### src/logic/pif_pkg.sv
// constants, types and carriers for the pci interrupt flag block
//------------------------------------------------------------------------------
// Function
// one enable bit per source, bits 7..0
// initiator internal error sets pending bit 6
// five listed causes raise initiator internal error
// address parity or abort sets pending bit 5
// initiator data parity error sets bit 4
// target timeout sets pending bit 3
// unsupported target byte enables set bit 2
// target data parity error sets bit 1
// serr seen sets bit 0, dma done 7
// pending write one clears, zero keeps
// force reads back the pending contents
// force write itself raises the interrupt
// force zero clears pending bits 7..1
// force one sets; bit 0 zero ignored
// irq while any enabled pending bit set
//------------------------------------------------------------------------------
package pif_pkg;

   // register byte addresses
   localparam logic [31:0] PIF_ENABLE_ADDR  = 32'h8000_0164;
   localparam logic [31:0] PIF_PENDING_ADDR = 32'h8000_0168;
   localparam logic [31:0] PIF_FORCE_ADDR   = 32'h8000_016c;

   // field positions and widths
   localparam int          PIF_NSRC      = 8;
   localparam int          PIF_BIT_DMAF  = 7;
   localparam int          PIF_BIT_IIER  = 6;
   localparam int          PIF_BIT_IFER  = 5;
   localparam int          PIF_BIT_IPER  = 4;
   localparam int          PIF_BIT_TIER  = 3;
   localparam int          PIF_BIT_TBER  = 2;
   localparam int          PIF_BIT_TPER  = 1;
   localparam int          PIF_BIT_SERR  = 0;
   localparam logic [7:0]  PIF_FLAG_RST  = 8'h00;
   localparam logic [7:0]  PIF_FORCE_CLR_MASK = 8'hfe;

   // bus answers
   localparam logic [1:0]  PIF_RESP_OKAY   = 2'h0;
   localparam logic [1:0]  PIF_RESP_SLVERR = 2'h2;

   // register select
   typedef enum logic [1:0] {PIF_SEL_NONE, PIF_SEL_ENABLE, PIF_SEL_PENDING, PIF_SEL_FORCE} pif_sel_t;

   // event pulses from the pci core, each one cycle high
   typedef struct packed {
      logic dmaDone;          // dma transfer finished
      logic iiBusyRequest;    // new request while dma active
      logic iiBoundary1k;     // dma hit 1 kb local boundary
      logic iiMappedArea;     // dma aimed at pci mapped area
      logic iiTimeout;        // initiator data timeout
      logic iiIfReset;        // interface reset during dma
      logic ifAddrParity;     // initiator address parity error
      logic ifAbort;          // initiator transaction abort
      logic initDataParity;   // initiator data parity error
      logic tgtTimeout;       // target data timeout
      logic tgtByteEnable;    // unsupported byte enables
      logic tgtDataParity;    // target data parity error
      logic serrSeen;         // serr observed on pci bus
   } pif_events_t;

   // axi4-lite master to slave
   typedef struct packed {
      logic        awvalid;
      logic [31:0] awaddr;
      logic        wvalid;
      logic [31:0] wdata;
      logic [3:0]  wstrb;
      logic        bready;
      logic        arvalid;
      logic [31:0] araddr;
      logic        rready;
   } pif_axi_req_t;

   // axi4-lite slave to master
   typedef struct packed {
      logic        awready;
      logic        wready;
      logic        bvalid;
      logic [1:0]  bresp;
      logic        arready;
      logic        rvalid;
      logic [31:0] rdata;
      logic [1:0]  rresp;
   } pif_axi_rsp_t;

endpackage : pif_pkg

### src/logic/pif_flags.sv
// pci interrupt flag registers with axi4-lite slave
`timescale 1ns/1ps
module pif_flags #(
   parameter int NSRC = 8
) (
   input  wire logic                  clk,
   input  wire logic                  nrst,
   input  wire pif_pkg::pif_axi_req_t axiReq,
   output      pif_pkg::pif_axi_rsp_t axiRsp,
   input  wire pif_pkg::pif_events_t  events,
   output      logic                  irq
);
   import pif_pkg::*;

   //---------------------------------------------------------------------------
   // elaboration check
   //---------------------------------------------------------------------------
   if (NSRC != PIF_NSRC)
   begin : g_bad_nsrc
      $error("pif_flags serves exactly eight sources");
   end

   //---------------------------------------------------------------------------
   // state
   //---------------------------------------------------------------------------
   typedef struct packed {
      logic [7:0]   enable;      // interrupt enable mask
      logic [7:0]   pending;     // sticky pending flags
      logic         awHeld;      // write address captured
      logic [31:0]  awAddr;
      logic         wHeld;       // write data captured
      logic [31:0]  wData;
      logic [3:0]   wStrb;
      logic         irq;
      pif_axi_rsp_t rsp;
   } pif_state_t;

   pif_state_t state_reg;
   pif_state_t state_next;

   //---------------------------------------------------------------------------
   // helpers
   //---------------------------------------------------------------------------
   // address decode, shared by read and write paths
   function automatic pif_sel_t pifDecode(input logic [31:0] addr);
      pif_sel_t sel;
      sel = PIF_SEL_NONE;
      case (addr)
         PIF_ENABLE_ADDR:  sel = PIF_SEL_ENABLE;
         PIF_PENDING_ADDR: sel = PIF_SEL_PENDING;
         PIF_FORCE_ADDR:   sel = PIF_SEL_FORCE;
         default:          sel = PIF_SEL_NONE;
      endcase
      return sel;
   endfunction : pifDecode

   // event pulses gathered onto the eight flag positions
   logic [7:0] eventSet;

   always_comb
   begin
      eventSet                = 8'h00;
      eventSet[PIF_BIT_DMAF]  = events.dmaDone;
      eventSet[PIF_BIT_IIER]  = events.iiBusyRequest | events.iiBoundary1k
                              | events.iiMappedArea | events.iiTimeout
                              | events.iiIfReset;
      eventSet[PIF_BIT_IFER]  = events.ifAddrParity | events.ifAbort;
      eventSet[PIF_BIT_IPER]  = events.initDataParity;
      eventSet[PIF_BIT_TIER]  = events.tgtTimeout;
      eventSet[PIF_BIT_TBER]  = events.tgtByteEnable;
      eventSet[PIF_BIT_TPER]  = events.tgtDataParity;
      eventSet[PIF_BIT_SERR]  = events.serrSeen;
   end

   //---------------------------------------------------------------------------
   // next state
   //---------------------------------------------------------------------------
   // write decode and register update
   pif_sel_t   wrSel;
   pif_sel_t   rdSel;
   logic       doWrite;
   logic       lowLane;
   logic [7:0] wByte;
   logic       forceWrite;

   always_comb
   begin
      state_next = state_reg;
      wrSel      = pifDecode(state_reg.awAddr);
      rdSel      = pifDecode(axiReq.araddr);
      doWrite    = state_reg.awHeld && state_reg.wHeld && !state_reg.rsp.bvalid;
      lowLane    = state_reg.wStrb[0];
      wByte      = state_reg.wData[7:0];
      forceWrite = doWrite && lowLane && (wrSel == PIF_SEL_FORCE);

      // capture write address and data in either order
      if (axiReq.awvalid && state_reg.rsp.awready)
      begin
         state_next.awHeld      = 1'b1;
         state_next.awAddr      = axiReq.awaddr;
         state_next.rsp.awready = 1'b0;
      end
      if (axiReq.wvalid && state_reg.rsp.wready)
      begin
         state_next.wHeld      = 1'b1;
         state_next.wData      = axiReq.wdata;
         state_next.wStrb      = axiReq.wstrb;
         state_next.rsp.wready = 1'b0;
      end

      // perform the write once both halves are held
      if (doWrite)
      begin
         state_next.awHeld     = 1'b0;
         state_next.wHeld      = 1'b0;
         state_next.rsp.bvalid = 1'b1;
         state_next.rsp.bresp  = (wrSel == PIF_SEL_NONE) ? PIF_RESP_SLVERR : PIF_RESP_OKAY;
         if (lowLane)
         begin
            case (wrSel)
               PIF_SEL_ENABLE:
               begin
                  state_next.enable = wByte;
               end
               PIF_SEL_PENDING:
               begin
                  state_next.pending = state_reg.pending & ~wByte;
               end
               PIF_SEL_FORCE:
               begin
                  // upper bits follow the written value, serr only sets
                  state_next.pending = (wByte & PIF_FORCE_CLR_MASK)
                                     | (state_reg.pending & ~PIF_FORCE_CLR_MASK)
                                     | wByte;
               end
               default:
               begin
                  state_next.pending = state_reg.pending;
               end
            endcase
         end
      end

      // write answer taken, reopen both channels
      if (state_reg.rsp.bvalid && axiReq.bready)
      begin
         state_next.rsp.bvalid  = 1'b0;
         state_next.rsp.awready = 1'b1;
         state_next.rsp.wready  = 1'b1;
      end

      // hardware events win over any clear in the same cycle
      state_next.pending = state_next.pending | eventSet;

      // read path, one access at a time
      if (axiReq.arvalid && state_reg.rsp.arready)
      begin
         state_next.rsp.arready = 1'b0;
         state_next.rsp.rvalid  = 1'b1;
         state_next.rsp.rresp   = PIF_RESP_OKAY;
         state_next.rsp.rdata   = 32'h0000_0000;
         case (rdSel)
            PIF_SEL_ENABLE:  state_next.rsp.rdata[7:0] = state_reg.enable;
            PIF_SEL_PENDING: state_next.rsp.rdata[7:0] = state_reg.pending;
            PIF_SEL_FORCE:   state_next.rsp.rdata[7:0] = state_reg.pending;
            default:         state_next.rsp.rresp      = PIF_RESP_SLVERR;
         endcase
      end
      else if (state_reg.rsp.rvalid && axiReq.rready)
      begin
         state_next.rsp.rvalid  = 1'b0;
         state_next.rsp.arready = 1'b1;
      end

      // level interrupt, plus a request on any force write with write strobe bit 0 set
      state_next.irq = (|(state_next.pending & state_next.enable))
                     | forceWrite;
   end

   //---------------------------------------------------------------------------
   // registers
   //---------------------------------------------------------------------------
   // all state in one flop bank
   always_ff @(posedge clk or negedge nrst)
   begin
      if (!nrst)
      begin
         state_reg             <= '0;
         state_reg.enable      <= PIF_FLAG_RST;
         state_reg.pending     <= PIF_FLAG_RST;
         state_reg.rsp.awready <= 1'b1;
         state_reg.rsp.wready  <= 1'b1;
         state_reg.rsp.arready <= 1'b1;
      end
      else
      begin
         state_reg <= state_next;
      end
   end

   //---------------------------------------------------------------------------
   // outputs
   //---------------------------------------------------------------------------
   // straight from the flop bank
   assign axiRsp = state_reg.rsp;
   assign irq    = state_reg.irq;

endmodule : pif_flags

### config.mk
export PLATFORM = sky130hd
export DESIGN_NAME = pif_flags
export DESIGN_NICKNAME = d
export VERILOG_FILES = /design/src/logic/pif_pkg.sv /design/src/logic/pif_flags.sv
export SDC_FILE = /design/constraint.sdc
export NUM_CORES = 1
export LEC_CHECK = 0
export BUFFER_PORTS_ARGS = -buffer_cell sky130_fd_sc_hd__buf_2
export CORE_ASPECT_RATIO = 2
export CORE_MARGIN = 3
export CORE_UTILIZATION = 50
export CTS_CLUSTER_DIAMETER = 150
export DETAILED_ROUTE_END_ITERATION = 7
export PLACE_DENSITY = 0.85
export SLEW_MARGIN = 10
export SYNTH_ARGS = -nofsm -noshare
export SYNTH_HDL_FRONTEND = slang
export SYNTH_SLANG_ARGS = --single-unit
### constraint.sdc
create_clock -name clk -period 6.21 [get_ports clk]
set_clock_uncertainty 0.1 [all_clocks]
set_input_delay 1.242 -clock clk [delete_from_list [all_inputs] [get_ports clk]]
set_output_delay 1.242 -clock clk [all_outputs]
set_load 0.02 [all_outputs]
==> impl_metrics.yaml, run 1 <==
finish:
  design_area_um2: 4170
  nFillCells: 548
  drive_gt1_share_pct: 46.6
  area_growth_pct: 19.2
  nets: 497
  instances_no_fill: 470
  largest_reg_flops: 58
  layout_commonest_cell: "buf_2"
  mostFrequentLayoutCells: "buf_2 (107), dfrtp_1 (72), mux2_2 (49)"
  n_antenna_cell: 0
synth:
  synth-seq-cells: 75
  synthArstFlopShare_pct: 100
  ys_types: 39
  syn_inst: 282
  yosys_warnings: 0
  mappedNetlistArea_um2: 3500
  synth_edf_count: 0
  ys.flop_type: "dfrtp_1"
  synth_area_per_cell_um2: 12.4
  synth-seq-area-share_pct: 53.8
placement:
  numPortBuffers: 108
  dp_cells: 454
  dp.final_hpwl_um: 5420
  gp_congestion: 0.773
  dpl-instance-area_um2: 3890
clock_tree:
  path_clk_slew_ns: 0.06
  cts_tree: "yes"
  clk-insertion-delay-late_ns: 0.33
  cts_max_level: 3
  hold_buffers: 0
  ctsResizeCount: 0
  postCtsSetupBuffers: 0
  cts_buffer_depth: 2
  cts_root_buf: "clkbuf_16"
  cts_sinks: 75
  cts_buffers: 9
pwr:
  vdd_drop_max_uv: 272
  powerDensity_nw_per_um2: 377
  leakage_uw: 0.00194
worst_setup_path:
  cp.required_ns: 6.31
  arrival_ns: 3.30
  rrSetupSlack_ns: 3.02
  r2r_cells: 6
  reg2reg_to: "irq"
  worst-path-max-fanout: 8
  crit_start: "state_reg[89]"
  endpoint: "irq"
  path_class: "flip-flop to flip-flop"
  critPathCaptureType: "flip-flop"
  r2r_start: "state_reg[89]"
  start_kind: "flip-flop"
run_status:
  status: "finished, final reports clean"
routing:
  remaining_drc_errors: 0
  drt_iter0_markers: 65
  drt-total-wl_um: 7020
  dr.pass1.iters: 4
  ant_nets: 0
  via_per_inst: 5.21
  routedWlPerCell_um: 14.9
  num_vias: 2448
die:
  pin_count: 162
  num_rows: 42
  dieArea_um2: 8090
  die_h_um: 124
  die_x_um: 65.1
  core-area_um2: 6730
  initial_core_util_pct: 52.0
sta:
  finalHoldViolCount: 0
  drv_slew: 0
  rsz0062_at_grt: "no"
  fmax_mhz: 313
  finalSetupViolCount: 0
  relSlewSlack_pct: 40.0
  period_share_pct: 51.4
  finalSetupTns_ns: 0
  period_needed_ns: 3.19
  tightest_slew_ns: 0.899
hold_path:
  hold_class: "flip-flop to flip-flop"
  holdPathStages: 2
flow_run:
  drv_cap: 0
global_route:
  grt_max_degree: 76
  grt_pass1_wl_um: 11200
  overflow: 0
  antenna_found_initial: 0
  grt_usage_pct: 18.4
  first_global_vias: 2561
[critical path, cell delays in order, from the launching register on]
cell and delay, ns:
dfrtp_1 0.37, nor4b_1 0.45, nand4_1 0.24, nor3_2 0.63, mux2_2 0.42, a221o_1 0.34
or4_1 0.52
[synthesized netlist by cell type (all sizes together) (4+ instances only)]
library cell | count | area, um2
inv | 7 | 26.3
a22oi | 8 | 60.1
nor4b | 6 | 52.6
nor4 | 8 | 50.1
o21ai | 14 | 70.1
nor2 | 4 | 15.0
nand2 | 16 | 60.1
nor3 | 4 | 25.0
buf | 48 | 354
o2111ai | 7 | 61.3
a221o | 7 | 70.1
mux2 | 49 | 552
dfrtp | 72 | 1800
nand4 | 4 | 25.0
[through the flow]
step                util (%)  total power (uW)  hold WS [ns]  setup WS, ns
detailed placement      57.8              1100         0.370          2.96
CTS                     61.9              1590         0.382          2.95
floorplan                  -              1020         0.351          3.33
finish                  61.9              1570         0.376          3.02
global placement        57.8              1080         0.362          3.01
global route            61.9              1660         0.400          2.76
[worst min-delay path by stage]
stage,start,endpoint,slack [ns]
finish,axiRsp[6],axiRsp[6],0.38
global route,axiRsp[35],axiRsp[35],0.40
CTS,axiRsp[6],axiRsp[6],0.38
detailed placement,axiRsp[6],axiRsp[6],0.37
global placement,axiRsp[1],axiRsp[1],0.36
floorplan,axiRsp[37],axiRsp[37],0.35
[area by class of cell]
class	instances	area, um2	area share (%)
sequential	75	1880	45.1
clock buffer	15	268	6.43
clock inverter	1	7.51	0.180
timing repair buffer	109	551	13.2
multi-input combinational	175	1320	31.8
tap	88	110	2.64
inverter	7	26.3	0.631
[per-layer routing]
layer  share of wire [%]  track usage, %  up-vias
li1                    -               -     1168
met5                   0               0        -
met4                 4.0            13.7        0
met2                  55            33.2      112
met3                 7.8            3.97       19
met1                  33            17.3     1149
[logic make-up (layout without fill, tap and decap cells)]
kind of cell / Yosys count / in the layout / synth area share (%)
AOI/OAI and AO/OA: 48 / 48 / 10.1
buffers and inverters: 57 / 132 / 11.1
DFF: 75 / 75 / 53.8
muxes: 50 / 50 / 16.1
other: 1 / 26 / 0.107
and+or+nand+nor: 51 / 51 / 8.84
[power breakdown]
| part | internal (uW) | leakage, uW | total, uW | switching [uW] |
|---|---|---|---|---|
| sequential | 653 | 0.000899 | 770 | 117 |
| combinational | 180 | 0.000912 | 323 | 142 |
| clock | 293 | 0.000130 | 477 | 184 |
| total | 1130 | 0.00194 | 1570 | 443 |
Power figures use the tool's default switching activity.
==> run 2: changes to the inputs <==
--- a/config.mk
+++ b/config.mk
@@ -8,10 +8,10 @@
 export BUFFER_PORTS_ARGS = -buffer_cell sky130_fd_sc_hd__buf_2
 export CORE_ASPECT_RATIO = 2
 export CORE_MARGIN = 3
-export CORE_UTILIZATION = 50
+export CORE_UTILIZATION = 42
 export CTS_CLUSTER_DIAMETER = 150
 export DETAILED_ROUTE_END_ITERATION = 7
-export PLACE_DENSITY = 0.85
+export PLACE_DENSITY = 0.76
 export SLEW_MARGIN = 10
 export SYNTH_ARGS = -nofsm -noshare
 export SYNTH_HDL_FRONTEND = slang
==> constraint.sdc (replaced) <==
create_clock -name clk -period 2.9 [get_ports clk]
set_clock_uncertainty 0.1 [all_clocks]
set_input_delay 0.58 -clock clk [delete_from_list [all_inputs] [get_ports clk]]
set_output_delay 0.58 -clock clk [all_outputs]
set_load 0.02 [all_outputs]
==> impl_metrics.yaml, run 2 (synthesis gave the netlist of run 1 again) <==
run_status:
  status: "finished, final reports clean"
finish:
  n_antenna_cell: 0
  mostFrequentLayoutCells: "buf_2 (108), dfrtp_1 (72), mux2_2 (49)"
  seq_area_um2: 1880
  multi_input_comb_area_um2: 1370
  drive_gt1_share_pct: 49.7
  area_growth_pct: 23.7
  instances_no_fill: 488
  nets: 507
  largest_reg_flops: 58
  nFillCells: 690
  layout_commonest_cell: "buf_2"
sta:
  hold_ws_ns: 0.294
  period_share_pct: 93.7
  drv_slew: 0
  finalSetupTns_ns: 0
  tightest_slew_ns: 0.943
  fmax_mhz: 368
  period_needed_ns: 2.72
  rsz0062_at_grt: "no"
  finalSetupViolCount: 0
  relSlewSlack_pct: 37.1
  finalHoldViolCount: 0
worst_setup_path:
  critPathTopFamily: "simple AND/OR/NAND/NOR gates"
  path_class: "flip-flop to flip-flop"
  crit_buf_inv: 2
  arrival_ns: 2.82
  worst_path_most_repeated_cell: "buf_4"
  r2r_start: "state_reg[104]"
  critPathCaptureType: "flip-flop"
  worst-path-max-fanout: 6
  slowest_delay_ns: 0.51
  path_depth: 8
  cp.required_ns: 3.00
  crit_chain: "nor4b_2, buf_4, nand4_1, nor3_2, buf_4, mux2_2, a221o_1, or4_1"
  slowest_stage: "or4_1"
  r2r_cells: 8
  rrSetupSlack_ns: 0.18
  start_kind: "flip-flop"
  reg2reg_to: "irq"
routing:
  num_vias: 2510
  drt-total-wl_um: 7450
  drt_iter0_markers: 59
  remaining_drc_errors: 0
  via_per_inst: 5.14
  dr.pass1.iters: 4
  ant_nets: 0
  routedWlPerCell_um: 15.3
die:
  num_rows: 46
  die_h_um: 135
  dieArea_um2: 9520
  pin_count: 162
  initial_core_util_pct: 43.7
  core-area_um2: 8000
  die_x_um: 70.5
clock_tree:
  cts_buffer_depth: 2
  cts_root_buf: "clkbuf_16"
  path_clk_slew_ns: 0.06
  postCtsSetupBuffers: 0
  cts_max_level: 3
  cts_sinks: 75
  cts_tree: "yes"
  clk-insertion-delay-late_ns: 0.33
  cts_buffers: 9
global_route:
  overflow: 0
  grt_usage_pct: 16.0
  first_global_vias: 2616
  antenna_found_initial: 0
  grt_pass1_wl_um: 11800
  grt_max_degree: 44
pwr:
  powerDensity_nw_per_um2: 817
  vdd_drop_max_uv: 705
  leakage_uw: 0.00202
placement:
  dp.final_hpwl_um: 5870
  numPortBuffers: 108
  dp_cells: 472
  gp_congestion: 0.754
flow_run:
  drv_cap: 0
hold_path:
  hold_class: "input port to async pin"
-- run 2: worst max path at each step --
stage | from | endpoint | slack [ns]
2_1_floorplan | state_reg[89] | irq | 0.15
3_3_place_gp | state_reg[91] | irq | 0.05
3_5_place_dp | state_reg[91] | irq | 0.03
4_1_cts | state_reg[83] | irq | 0.04
5_1_grt | state_reg[83] | irq | 0.008
6_report | state_reg[104] | irq | 0.18
-- run 2: cell type report --
cell class | count | share of cell area [%]
tap | 96 | 2.78
multi-input combinational | 175 | 31.6
clock inverter | 3 | 1.07
timing repair buffer | 119 | 14.4
inverter | 7 | 0.608
sequential | 75 | 43.5
clock buffer | 13 | 6.02
-- run 2: layer usage --
layer  GRT usage, %  wire [um]  part of all wire [%]  up-vias
li1               -          -                     -     1189
met1           15.5       2510                    34     1196
met2           30.2       4130                    55      114
met3           5.29        669                   9.0       11
met4           6.82        133                   1.8        0
met5              0          0                     0        -
-- run 2: per-stage QoR --
step	cell area, um2	total power (uW)	worst slack [ns]	utilization, %
global route	4320	3710	0.00833	54.1
floorplan	3590	2180	0.149	-
CTS	4280	3510	0.0410	53.5
global placement	3970	2320	0.0504	49.6
detailed placement	3970	2380	0.0315	49.6
finish	4320	3530	0.183	54.1
-- run 2: where the power goes --
part / switching (uW) / internal [uW]
combinational: 312 / 417
clock: 408 / 715
sequential: 280 / 1400
-- run 2: repair_timing --
item / in CTS / in global routing
endpoints found under the setup margin: 0 / 1
hold buffers: 0 / 0
gates resized for setup: 0 / 7
